**src/logic/color_sensor_regs_pkg.sv**
```systemverilog
/*
 * Constants, field layouts and carrier types for the color sensor
 * configuration, threshold and red result register bank.
 * Assumes one core clock; all parties sit on that clock.
 */
package color_sensor_regs_pkg;

    ////////////////////////////////////////////////////////////////////////
    // Command codes
    localparam logic [7:0] CMD_CONFIG_FIRST = 8'h00;
    localparam logic [7:0] CMD_CONFIG_SECOND = 8'h01;
    localparam logic [7:0] CMD_GREEN_HIGH_LIMIT_LOW = 8'h04;
    localparam logic [7:0] CMD_GREEN_HIGH_LIMIT_HIGH = 8'h05;
    localparam logic [7:0] CMD_GREEN_LOW_LIMIT_LOW = 8'h06;
    localparam logic [7:0] CMD_GREEN_LOW_LIMIT_HIGH = 8'h07;
    localparam logic [7:0] CMD_RED_RESULT_LOW = 8'h10;
    localparam logic [7:0] CMD_RED_RESULT_HIGH = 8'h11;

    ////////////////////////////////////////////////////////////////////////
    // Values after reset
    localparam logic [7:0] CONFIG_FIRST_RESET = 8'h01;
    localparam logic [7:0] CONFIG_SECOND_RESET = 8'h80;
    localparam logic [15:0] LIMIT_RESET = 16'h0000;
    localparam logic [15:0] RESULT_RESET = 16'h0000;
    localparam logic [7:0] READ_UNMAPPED = 8'h00;
    localparam logic [3:0] CROSSING_COUNT_RESET = 4'h0;

    ////////////////////////////////////////////////////////////////////////
    // Field positions, first configuration byte
    localparam int SHUTDOWN_HALF_A_BIT = 0;
    localparam int GREEN_INT_ENABLE_BIT = 1;

    // Field positions, second configuration byte
    localparam int SHUTDOWN_HALF_B_BIT = 7;
    localparam int PHOTODIODE_HALF_BIT = 6;
    localparam int RESERVED_BIT = 5;
    localparam int GAIN_MSB = 4;
    localparam int GAIN_LSB = 3;
    localparam int PERSIST_MSB = 2;
    localparam int PERSIST_LSB = 1;
    localparam int CALIBRATION_BIT = 0;

    ////////////////////////////////////////////////////////////////////////
    // Gain codes
    localparam logic [1:0] GAIN_X1 = 2'h0;
    localparam logic [1:0] GAIN_X2 = 2'h1;
    localparam logic [1:0] GAIN_X0_66 = 2'h2;
    localparam logic [1:0] GAIN_X0_5 = 2'h3;

    // Crossings needed per persistence code
    localparam logic [3:0] PERSIST_COUNT_1 = 4'h1;
    localparam logic [3:0] PERSIST_COUNT_2 = 4'h2;
    localparam logic [3:0] PERSIST_COUNT_4 = 4'h4;
    localparam logic [3:0] PERSIST_COUNT_8 = 4'h8;

    ////////////////////////////////////////////////////////////////////////
    // Carrier types
    typedef struct packed {
        logic wr;
        logic rd;
        logic [7:0] addr;
        logic [7:0] data;
    } cmd_req_type;

    typedef struct packed {
        logic shutdown_half_b;
        logic photodiode_half_select;
        logic reserved;
        logic [1:0] color_gain_select;
        logic [1:0] crossing_persistence;
        logic calibration_enable;
    } config_second_type;

    // Decode a persistence code to a crossing count
    function automatic logic [3:0] persist_needed(input logic [1:0] code);
        case (code)
            2'h0: persist_needed = PERSIST_COUNT_1;
            2'h1: persist_needed = PERSIST_COUNT_2;
            2'h2: persist_needed = PERSIST_COUNT_4;
            default: persist_needed = PERSIST_COUNT_8;
        endcase
    endfunction

endpackage

```
**src/logic/color_sensor_config_threshold_regs.sv**
```systemverilog
/*
 * Command-addressed register bank: both configuration bytes, green
 * interrupt limits, red result, and the green persistence filter.
 * Assumes the I2C host controller and the measurement core run on
 * i_core_clk, so no synchroniser stands on their signals.
 */
`timescale 1ns/1ps
module color_sensor_config_threshold_regs
    import color_sensor_regs_pkg::*;
#(
    parameter int COUNT_WIDTH = 16
) (
    input wire logic i_core_clk,                     // Core clock, 40 MHz
    input wire logic i_rst_b,                        // Synchronous reset, low
    input wire cmd_req_type i_cmd,                   // Command read/write
    output logic [7:0] o_rd_data,                    // Read data
    output logic o_rd_valid,                         // Read data valid pulse
    input wire logic i_meas_done,                    // Integration complete
    input wire logic [COUNT_WIDTH-1:0] i_red_count,  // New red count
    input wire logic [COUNT_WIDTH-1:0] i_green_count, // New green count
    output logic o_sensor_enable,                    // Both halves released
    output logic o_photodiode_half_select,           // Half photodiode
    output logic [1:0] o_color_gain_select,          // Gain code
    output logic o_calibration_enable,               // Calibration on
    output logic o_green_int_enable,                 // Green interrupt on
    output logic o_green_high_event,                 // High crossing pulse
    output logic o_green_low_event                   // Low crossing pulse
);

    ////////////////////////////////////////////////////////////////////////
    // Storage
    logic [7:0] config_first;
    config_second_type sensor_config_second;
    logic [7:0] green_high_limit_low;
    logic [7:0] green_high_limit_high;
    logic [7:0] green_low_limit_low;
    logic [7:0] green_low_limit_high;
    logic [COUNT_WIDTH-1:0] red_result;
    logic [7:0] red_high_snapshot;
    logic [COUNT_WIDTH-1:0] green_result;
    logic green_sample;
    logic [1:0] filter_event;
    logic [7:0] next_rd_data;
    logic wr_hit;
    logic rd_hit;

    assign wr_hit = i_cmd.wr;
    assign rd_hit = i_cmd.rd;

    ////////////////////////////////////////////////////////////////////////
    // First configuration byte; only the shutdown and interrupt
    // enable bits steer logic here, the rest is held for readback
    always_ff @(posedge i_core_clk) begin
        if (!i_rst_b) begin
            config_first <= CONFIG_FIRST_RESET;
        end else if (wr_hit && i_cmd.addr == CMD_CONFIG_FIRST) begin
            config_first <= i_cmd.data;
        end
    end

    ////////////////////////////////////////////////////////////////////////
    // Second configuration byte
    always_ff @(posedge i_core_clk) begin
        if (!i_rst_b) begin
            sensor_config_second <= config_second_type'(CONFIG_SECOND_RESET);
        end else if (wr_hit && i_cmd.addr == CMD_CONFIG_SECOND) begin
            sensor_config_second.shutdown_half_b <= i_cmd.data[SHUTDOWN_HALF_B_BIT];
            sensor_config_second.photodiode_half_select <= i_cmd.data[PHOTODIODE_HALF_BIT];
            // Stored as written; the host is expected to keep it zero
            sensor_config_second.reserved <= i_cmd.data[RESERVED_BIT];
            sensor_config_second.color_gain_select <= i_cmd.data[GAIN_MSB:GAIN_LSB];
            sensor_config_second.crossing_persistence <= i_cmd.data[PERSIST_MSB:PERSIST_LSB];
            sensor_config_second.calibration_enable <= i_cmd.data[CALIBRATION_BIT];
        end
    end

    ////////////////////////////////////////////////////////////////////////
    // Green high limit bytes
    always_ff @(posedge i_core_clk) begin
        if (!i_rst_b) begin
            green_high_limit_low <= LIMIT_RESET[7:0];
            green_high_limit_high <= LIMIT_RESET[15:8];
        end else if (wr_hit) begin
            if (i_cmd.addr == CMD_GREEN_HIGH_LIMIT_LOW) begin
                green_high_limit_low <= i_cmd.data;
            end
            if (i_cmd.addr == CMD_GREEN_HIGH_LIMIT_HIGH) begin
                green_high_limit_high <= i_cmd.data;
            end
        end
    end

    ////////////////////////////////////////////////////////////////////////
    // Green low limit bytes
    always_ff @(posedge i_core_clk) begin
        if (!i_rst_b) begin
            green_low_limit_low <= LIMIT_RESET[7:0];
            green_low_limit_high <= LIMIT_RESET[15:8];
        end else if (wr_hit) begin
            if (i_cmd.addr == CMD_GREEN_LOW_LIMIT_LOW) begin
                green_low_limit_low <= i_cmd.data;
            end
            if (i_cmd.addr == CMD_GREEN_LOW_LIMIT_HIGH) begin
                green_low_limit_high <= i_cmd.data;
            end
        end
    end

    ////////////////////////////////////////////////////////////////////////
    // Red result, loaded only at the end of an integration
    always_ff @(posedge i_core_clk) begin
        if (!i_rst_b) begin
            red_result <= RESULT_RESET;
        end else if (i_meas_done) begin
            red_result <= i_red_count;
        end
    end

    // Reading the low byte freezes the high byte of the same result,
    // so a low-then-high read never mixes two measurements
    always_ff @(posedge i_core_clk) begin
        if (!i_rst_b) begin
            red_high_snapshot <= RESULT_RESET[15:8];
        end else if (rd_hit && i_cmd.addr == CMD_RED_RESULT_LOW) begin
            red_high_snapshot <= red_result[15:8];
        end
    end

    ////////////////////////////////////////////////////////////////////////
    // Green sample staged so the filter sees the count with its pulse
    always_ff @(posedge i_core_clk) begin
        if (!i_rst_b) begin
            green_result <= RESULT_RESET;
            green_sample <= 1'b0;
        end else begin
            green_sample <= i_meas_done;
            if (i_meas_done) begin
                green_result <= i_green_count;
            end
        end
    end

    // Persistence filter on the green result
    green_crossing_filter #(
        .COUNT_WIDTH(COUNT_WIDTH)
    ) u_green_filter (
        .i_core_clk(i_core_clk),
        .i_rst_b(i_rst_b),
        .i_sample(green_sample),
        .i_enable(config_first[GREEN_INT_ENABLE_BIT]),
        .i_count(green_result),
        .i_high({green_high_limit_high, green_high_limit_low}),
        .i_low({green_low_limit_high, green_low_limit_low}),
        .i_persist(sensor_config_second.crossing_persistence),
        .o_event(filter_event)
    );

    ////////////////////////////////////////////////////////////////////////
    // Read multiplexer; unmapped commands read as zero
    always_comb begin
        next_rd_data = READ_UNMAPPED;
        case (i_cmd.addr)
            CMD_CONFIG_FIRST: next_rd_data = config_first;
            CMD_CONFIG_SECOND: next_rd_data = sensor_config_second;
            CMD_GREEN_HIGH_LIMIT_LOW: next_rd_data = green_high_limit_low;
            CMD_GREEN_HIGH_LIMIT_HIGH: next_rd_data = green_high_limit_high;
            CMD_GREEN_LOW_LIMIT_LOW: next_rd_data = green_low_limit_low;
            CMD_GREEN_LOW_LIMIT_HIGH: next_rd_data = green_low_limit_high;
            CMD_RED_RESULT_LOW: next_rd_data = red_result[7:0];
            CMD_RED_RESULT_HIGH: next_rd_data = red_high_snapshot;
            default: next_rd_data = READ_UNMAPPED;
        endcase
    end

    // Read answer one cycle after the request
    always_ff @(posedge i_core_clk) begin
        if (!i_rst_b) begin
            o_rd_data <= READ_UNMAPPED;
            o_rd_valid <= 1'b0;
        end else begin
            o_rd_valid <= rd_hit;
            if (rd_hit) begin
                o_rd_data <= next_rd_data;
            end
        end
    end

    ////////////////////////////////////////////////////////////////////////
    // Control outputs, registered from the stored configuration.
    // The sensor runs only once both shutdown halves are clear.
    always_ff @(posedge i_core_clk) begin
        if (!i_rst_b) begin
            o_sensor_enable <= 1'b0;
            o_photodiode_half_select <= 1'b0;
            o_color_gain_select <= GAIN_X1;
            o_calibration_enable <= 1'b0;
            o_green_int_enable <= 1'b0;
        end else begin
            o_sensor_enable <= !(config_first[SHUTDOWN_HALF_A_BIT]
                | sensor_config_second.shutdown_half_b);
            o_photodiode_half_select <= sensor_config_second.photodiode_half_select;
            o_color_gain_select <= sensor_config_second.color_gain_select;
            o_calibration_enable <= sensor_config_second.calibration_enable;
            o_green_int_enable <= config_first[GREEN_INT_ENABLE_BIT];
        end
    end

    // Crossing events out of the filter
    always_ff @(posedge i_core_clk) begin
        if (!i_rst_b) begin
            o_green_high_event <= 1'b0;
            o_green_low_event <= 1'b0;
        end else begin
            o_green_high_event <= filter_event[1];
            o_green_low_event <= filter_event[0];
        end
    end

endmodule

```
**src/logic/green_crossing_filter.sv**
```systemverilog
/*
 * Persistence filter for the green channel limit crossings.
 * Assumes i_sample pulses once per completed measurement, same clock.
 */
`timescale 1ns/1ps
module green_crossing_filter
    import color_sensor_regs_pkg::*;
#(
    parameter int COUNT_WIDTH = 16
) (
    input wire logic i_core_clk,                   // Core clock
    input wire logic i_rst_b,                      // Synchronous reset, low
    input wire logic i_sample,                     // New measurement ready
    input wire logic i_enable,                     // Green interrupt enabled
    input wire logic [COUNT_WIDTH-1:0] i_count,    // Green result
    input wire logic [COUNT_WIDTH-1:0] i_high,     // High limit
    input wire logic [COUNT_WIDTH-1:0] i_low,      // Low limit
    input wire logic [1:0] i_persist,              // Persistence code
    output logic [1:0] o_event                     // Bit 1 high, bit 0 low
);

    logic [1:0] crossing;

    // Direction 1 above the high limit, direction 0 below the low limit
    assign crossing[1] = i_count > i_high;
    assign crossing[0] = i_count < i_low;

    ////////////////////////////////////////////////////////////////////////
    // One successive-crossing counter per direction
    genvar d;
    generate
        for (d = 0; d < 2; d = d + 1) begin : g_dir
            logic [3:0] run_count;
            logic [3:0] next_run;

            assign next_run = run_count + 4'h1;

            // Count successive crossings; raise when the run is long enough
            always_ff @(posedge i_core_clk) begin
                if (!i_rst_b) begin
                    run_count <= CROSSING_COUNT_RESET;
                    o_event[d] <= 1'b0;
                end else if (!i_enable) begin
                    run_count <= CROSSING_COUNT_RESET;
                    o_event[d] <= 1'b0;
                end else if (i_sample && crossing[d]) begin
                    if (next_run >= persist_needed(i_persist)) begin
                        run_count <= CROSSING_COUNT_RESET;
                        o_event[d] <= 1'b1;
                    end else begin
                        run_count <= next_run;
                        o_event[d] <= 1'b0;
                    end
                end else if (i_sample) begin
                    run_count <= CROSSING_COUNT_RESET;
                    o_event[d] <= 1'b0;
                end else begin
                    o_event[d] <= 1'b0;
                end
            end
        end
    endgenerate

endmodule

```
**config.mk**
```make
export PLATFORM = sky130hd
export DESIGN_NAME = color_sensor_config_threshold_regs
export DESIGN_NICKNAME = d
export VERILOG_FILES = /design/src/logic/color_sensor_regs_pkg.sv /design/src/logic/color_sensor_config_threshold_regs.sv /design/src/logic/green_crossing_filter.sv
export SDC_FILE = /design/constraint.sdc
export NUM_CORES = 1
export LEC_CHECK = 0
export BUFFER_PORTS_ARGS = -buffer_cell sky130_fd_sc_hd__buf_2
export CAP_MARGIN = 30
export CORE_UTILIZATION = 55
export CTS_BUF_LIST = sky130_fd_sc_hd__clkbuf_16
export DETAILED_ROUTE_END_ITERATION = 16
export PLACE_DENSITY_LB_ADDON = 0.1
export SETUP_SLACK_MARGIN = 0.5
export SLEW_MARGIN = 20
export SYNTH_ARGS = -nofsm -noshare
export SYNTH_HDL_FRONTEND = slang
export SYNTH_SLANG_ARGS = --single-unit
```
**constraint.sdc**
```tcl
create_clock -name i_core_clk -period 2.8 [get_ports i_core_clk]
set_clock_uncertainty 0.1 [all_clocks]
set_input_delay 0.84 -clock i_core_clk [delete_from_list [all_inputs] [get_ports i_core_clk]]
set_output_delay 0.84 -clock i_core_clk [all_outputs]
set_load 0.01 [all_outputs]
```
==> results of run 1 <==
==> through the flow <==
stage	total power [W]	cell area [µm²]
2_1_floorplan	0.00193	5920
3_3_place_gp	0.00203	6370
3_5_place_dp	0.00204	6370
4_1_cts	0.00423	7000
5_1_grt	0.00436	7140
6_report	0.00422	7140
==> cell usage in the layout, fill, tap and decap left out, drive strengths merged, types with 3 or more instances in the layout <==
cell type	count
nand3b	3
nand3	25
o22ai	5
a22oi	4
or2	3
a311oi	3
a32oi	3
nand4	7
buf	87
ha	41
o211ai	3
bufinv	4
nor4	3
a21o	3
clkbuf	17
nor3	8
inv	40
nand2	68
a21boi	24
nor2b	70
a211oi	5
nand2b	6
clkinv	3
dfxtp	116
o21ai	15
nor2	18
clkinvlp	4
mux2i	80
a21oi	16
a22o	4
and2	8
==> path summary, 6_finish.rpt <==
check                                                                  startpoint                                           endpoint  slack (ps)  cells after the start
worst min register to register               u_green_filter.o_event[1]$_SDFF_PN0_                      o_green_high_event$_SDFF_PN0_         340                      1
worst max-delay path                                                    i_cmd[13]              green_high_limit_high[5]$_SDFFE_PN0P_         520                      8
worst min-delay path                         u_green_filter.o_event[1]$_SDFF_PN0_                      o_green_high_event$_SDFF_PN0_         340                      1
worst max register to register  u_green_filter.g_dir[1].run_count[0]$_SDFFE_PN0P_  u_green_filter.g_dir[1].run_count[0]$_SDFFE_PN0P_         600                      9
==> critical path, stage by stage <==
cell and delay [ps]:
buf_6 90, or4_4 570, buf_6 160, nor3_4 180, buf_6 160, nand3_4 160
mux2i_1 240, nor2b_1 70
==> timing repair <==
| action | in CTS | in global routing |
|---|---|---|
| gates resized for setup | 6 | 25 |
| setup endpoints to repair | 29 | 46 |
| pin swaps | 1 | 8 |
| cloned | 0 | 2 |
| buffers inserted | 1 | 3 |
==> cells in the mapped netlist (4+ instances only) <==
cell and instances:
dfxtp_1 116, nor2b_1 70, a21oi_1 16, nand2_1 68, o21ai_1 4, clkbuf_1 16, a21boi_0 24, inv_1 39
nand4_1 7, a22o_1 4, buf_1 4, o22ai_1 5, buf_2 5, nor3_1 5, a211oi_1 5, o21ai_0 11
and2_1 8, nor2_1 15, nand3_1 22, a22oi_1 4, nand2b_1 6, ha_1 41, mux2i_1 80
==> layout make-up <==
class                      count  area share [%]
clock inverter                12            2.33
timing repair buffer          87            7.10
inverter                      39            2.08
multi-input combinational    447            47.5
clock buffer                  17            5.96
sequential                   116            32.6
tap                          136            2.38
==> power by group through the flow <==
stage               Clock, W  Combinational, W  Sequential (W)
finish               0.00220          0.000314         0.00171
global route         0.00231          0.000345         0.00171
CTS                  0.00222          0.000303         0.00171
detailed placement         0          0.000297         0.00174
global placement           0          0.000285         0.00174
floorplan                  0          0.000201         0.00173
==> per-layer routing <==
metal / up-vias / wire [µm] / share of wire, % / global-route usage, %
met5: - / 0 / 0 / 0
met4: 0 / 274 / 1.9 / 9.66
met3: 23 / 745 / 5.2 / 6.68
met2: 134 / 6890 / 48 / 44.2
met1: 2267 / 6470 / 45 / 33.7
li1: 2367 / - / - / -
==> registers in the layout, indices dropped and copies added (netlist names), 2 cells and up <==
signal / flops
sensor_config_second: 8
o_rd_data: 8
red_result: 16
green_low_limit_high: 8
green_high_limit_low: 8
green_high_limit_high: 8
config_first: 8
u_green_filter.g_dir.run_count: 8
o_color_gain_select: 2
u_green_filter.o_event: 2
red_high_snapshot: 8
green_low_limit_low: 8
green_result: 16
==> cells by family after synthesis <==
family          after synthesis  synth area share [%]
flops                       116                  39.5
fa+ha+maj                    41                  8.73
buf+inv                      68                  4.83
simple gates                228                  21.6
compound gates               96                  11.4
xor+xnor                      2                 0.298
mux                          80                  13.6
==> impl_results.md, run 1 <==
- Share of cells above drive strength 1: 20.3%
- F_max: 439 MHz
- Pins over their slew limit: 0
- Yosys cell types: 56
- CTS Sinks: 116
- Post-synth top area share: 39.5%
- Synth Instances: 631
- # DRC: 0
- Sw Share: 22.2%
- Post-DP HPWL: 10.3 mm
- Tot GR Track Use: 26.7%
- Crit end category: flip-flop
- Antenna Cells: 0
- IO Port Bufs: 69
- RSZ-0062 raised after global routing: true
- Final Worst Setup Slack: 523 ps
- Cell Area, Synth: 0.00587 mm²
- IO Pins: 70
- Peak VDD IR: 0.506 mV
- Syn nets: 725
- Vias in the first global route: 4,626
- Yosys top cell by area: dfxtp_1
- Initial Util: 56.9%
- Dpl ws: 14.1 ps
- TritonCTS clock tree: built
- Final Critical Period: 2280 ps
- Chip Height: 105 µm
- Psw: 0.000938 W
- Non-Filler Instances: 854
- Final setup violating endpoints: 0
- Dpl cells: 819
- Largest net degree at the start of global routing: 66
- Ys Warns: 0
- CP Class: input pin to flip-flop
- Crit Path Max Fanout: 8
- Synth async-reset ratio: 0%
- Total congestion overflow: 0
- Initial antenna violation count: 0
- P per Cell Area: 591 mW/mm²
- Area growth syn-to-layout: 21.6%
- Routed Antenna Nets: 0
- Logic pwr share: 7.5%
- Outcome: complete, no violations
- Nets@finish: 802
- Htree depth: 4
- Worst Setup Start Kind: input pin
- Post-CTS Hold Buffers: 0
- Max_cap viols: 0
- Final hold violation count: 0
- Per-cell routed wire length: 16.8 µm
- Die ar.: 0.0111 mm²
- Clock Pin Slew Worst Setup and Hold Paths: 50 ps
- Root Buffer: clkbuf_16
- First-pass GRT wire length: 22.8 mm
- EDFF count, synth: 0
- Hold Slack: 336 ps
- CP Data Required Time: 3000 ps
- Slew Limit Headroom: 56.8%
- Largest cells by area after synthesis: dfxtp_1 (40%), mux2i_1 (14%), ha_1 (8.7%)
- Area of the multi-input gates: 0.00339 mm²
- Part of the power in the clock network: 52.1%
- P_int: 0.00328 W
- Die width: 105 µm
- Flop pwr share: 40.4%
- Part of the cycle the worst path needs: 81.3%
- Total Routed Length: 14.4 mm
- Initial drt markers: 227
- Syn avg cell area: 9.31 µm²
- Placer congestion estimate: 0.919
- Worst min-delay path class: flip-flop to flip-flop
- Via Count: 4,791
- Cts bufs inserted: 17
- Slew @ Worst Pin: 647 ps
- Clock buffer depth: 2
- Layout Utilization: 69.2%
- Sequential fraction of the synthesis area: 39.5%
- Arrival time worst endpoint: 2470 ps
- Synth Register Bits: 116
- Reg area: 0.00233 mm²
- Core Area: 0.0103 mm²
- Site Rows: 37
- 1st-pass router iterations: 5
- Routed vias/inst: 5.61
- Prevailing post-synth register cell: dfxtp_1
- Setup TNS: 0 ps
- Worst skew pair latency: 410 ps
- Static leakage: 3.04 nW
- Fillers: 824
Power figures use the tool's default switching activity.
==> run 2: changes to the inputs <==
clock period = 2.2 ns   (was 2.8 ns; I/O delays follow)
==> impl_results.md, run 2 (synthesized netlist as in run 1, its figures left out) <==
- Final Critical Period: 2070 ps
- Via Count: 5,190
- Part of the cycle the worst path needs: 93.9%
- Antenna Cells: 0
- IO Port Bufs: 69
- RSZ-0062 raised after global routing: true
- CP Data Required Time: 2390 ps
- Total congestion overflow: 0
- Fillers: 701
- 1st-pass router iterations: 5
- CTS Sinks: 116
- Slew Limit Headroom: 70.0%
- Worst skew pair latency: 420 ps
- Pwr Total: 0.00548 W
- Initial antenna violation count: 0
- Hold Slack: 342 ps
- Placer congestion estimate: 0.919
- Final hold violation count: 0
- Peak VDD IR: 0.606 mV
- Vias in the first global route: 5,131
- Share of cells above drive strength 1: 36.6%
- Max_cap viols: 0
- CP Class: flip-flop to flip-flop
- Die ar.: 0.0111 mm²
- Chip Height: 105 µm
- Post-CTS Hold Buffers: 0
- Clock buffer depth: 2
- # DRC: 0
- Clock Pin Slew Worst Setup and Hold Paths: 50 ps
- Post-DP HPWL: 11.1 mm
- Outcome: complete, no violations
- Core Area: 0.0103 mm²
- Total Routed Length: 16.5 mm
- Pins over their slew limit: 0
- TritonCTS clock tree: built
- P per Cell Area: 685 mW/mm²
- First-pass GRT wire length: 25.9 mm
- Static leakage: 3.40 nW
- Arrival time worst endpoint: 2260 ps
- IO Pins: 70
- Cts bufs inserted: 17
- Final setup violating endpoints: 0
- Routed Antenna Nets: 0
- Crit end category: flip-flop
- Worst min-delay path class: flip-flop to flip-flop
- Commonest non-fill, non-tap cell in the layout: dfxtp_1
- Nets@finish: 847
- Htree depth: 4
- Worst Setup Start Kind: flip-flop
- Initial Util: 56.9%
- Routed vias/inst: 5.75
- Slew @ Worst Pin: 448 ps
- Setup TNS: 0 ps
- Site Rows: 37
- Initial drt markers: 283
- F_max: 484 MHz
- Root Buffer: clkbuf_16
- Tot GR Track Use: 31.0%
- Crit Path Max Fanout: 5
- Per-cell routed wire length: 18.3 µm
- Largest net degree at the start of global routing: 50
- Biggest regs: green_result x16, red_result x16
- Area growth syn-to-layout: 36.3%
- Die width: 105 µm
- Most frequent cells in the layout: dfxtp_1 (81), mux2i_1 (78), nor2b_1 (68)
run 2: cell count changes in the layout (fill, tap and decap cells not counted), moves of 8 or more:
cell / previous run / this run
a21boi_0: 17 / 0
a21boi_1: 7 / 24
buf_4: 11 / 44
buf_6: 7 / 17
dfxtp_1: 114 / 81
dfxtp_2: 0 / 31
ha_1: 39 / 24
ha_4: 1 / 16
inv_2: 0 / 8
run 2: per-layer routing:
metal | GRT usage, % | part of all wire (%)
met5 | 0 | 0
met4 | 15.3 | 3.7
met3 | 8.10 | 6.4
met2 | 52.7 | 50
met1 | 36.0 | 40
run 2: worst paths after layout:
| check | from | endpoint | slack (ps) | cells past startpoint |
|---|---|---|---|---|
| setup / recovery | u_green_filter.g_dir[0].run_count[0]$_SDFFE_PN0P_ | u_green_filter.g_dir[0].run_count[1]$_SDFFE_PN0P_ | 130 | 9 |
| hold / removal | u_green_filter.o_event[1]$_SDFF_PN0_ | o_green_high_event$_SDFF_PN0_ | 340 | 1 |
| setup reg to reg | u_green_filter.g_dir[0].run_count[0]$_SDFFE_PN0P_ | u_green_filter.g_dir[0].run_count[1]$_SDFFE_PN0P_ | 130 | 9 |
| hold reg to reg | u_green_filter.o_event[1]$_SDFF_PN0_ | o_green_high_event$_SDFF_PN0_ | 340 | 1 |
run 2: through the flow:
stage               setup WS [ps]  cell area [µm²]  cells  utilization [%]
floorplan                   -87.3             6050    631                -
global placement             -310             6690    840             64.8
detailed placement           -292             6690    840             64.8
CTS                           197             7870    899             76.2
global route                 80.3             8010    902             77.6
finish                        134             8010    902             77.6
run 2: what timing repair did:
| action | 4_1_cts | 5_1_grt |
|---|---|---|
| pin swaps | 74 | 25 |
| setup buffers | 25 | 3 |
| cloned | 2 | 0 |
| resized for setup | 108 | 28 |
| endpoints found under the setup margin | 74 | 73 |
run 2: final cells by class:
cell class / instances / area, µm² / share of cell area (%)
multi-input cells: 447 / 3780 / 47.2
repair buffers: 132 / 932 / 11.6
flip-flops and latches: 116 / 2380 / 29.7
clock inverters: 15 / 171 / 2.14
inverters: 39 / 149 / 1.86
well taps: 136 / 170 / 2.13
clock buffers: 17 / 425 / 5.31
run 2: power by group:
part	switching (W)	leakage, nW	internal, W
Combinational	0.000257	2.14	0.000234
Sequential	0.0000403	0.959	0.00214
Clock	0.000952	0.303	0.00186
Total	0.00125	3.40	0.00423
run 2: critical path, cell delays in order, from the launching register on:
cell	delay, ps
dfxtp_2	350
ha_4	160
nor2b_4	120
or2_4	230
ha_4	270
nor3_4	40
a211oi_2	270
nor4_4	80
a32oi_1	240
nor2_1	70
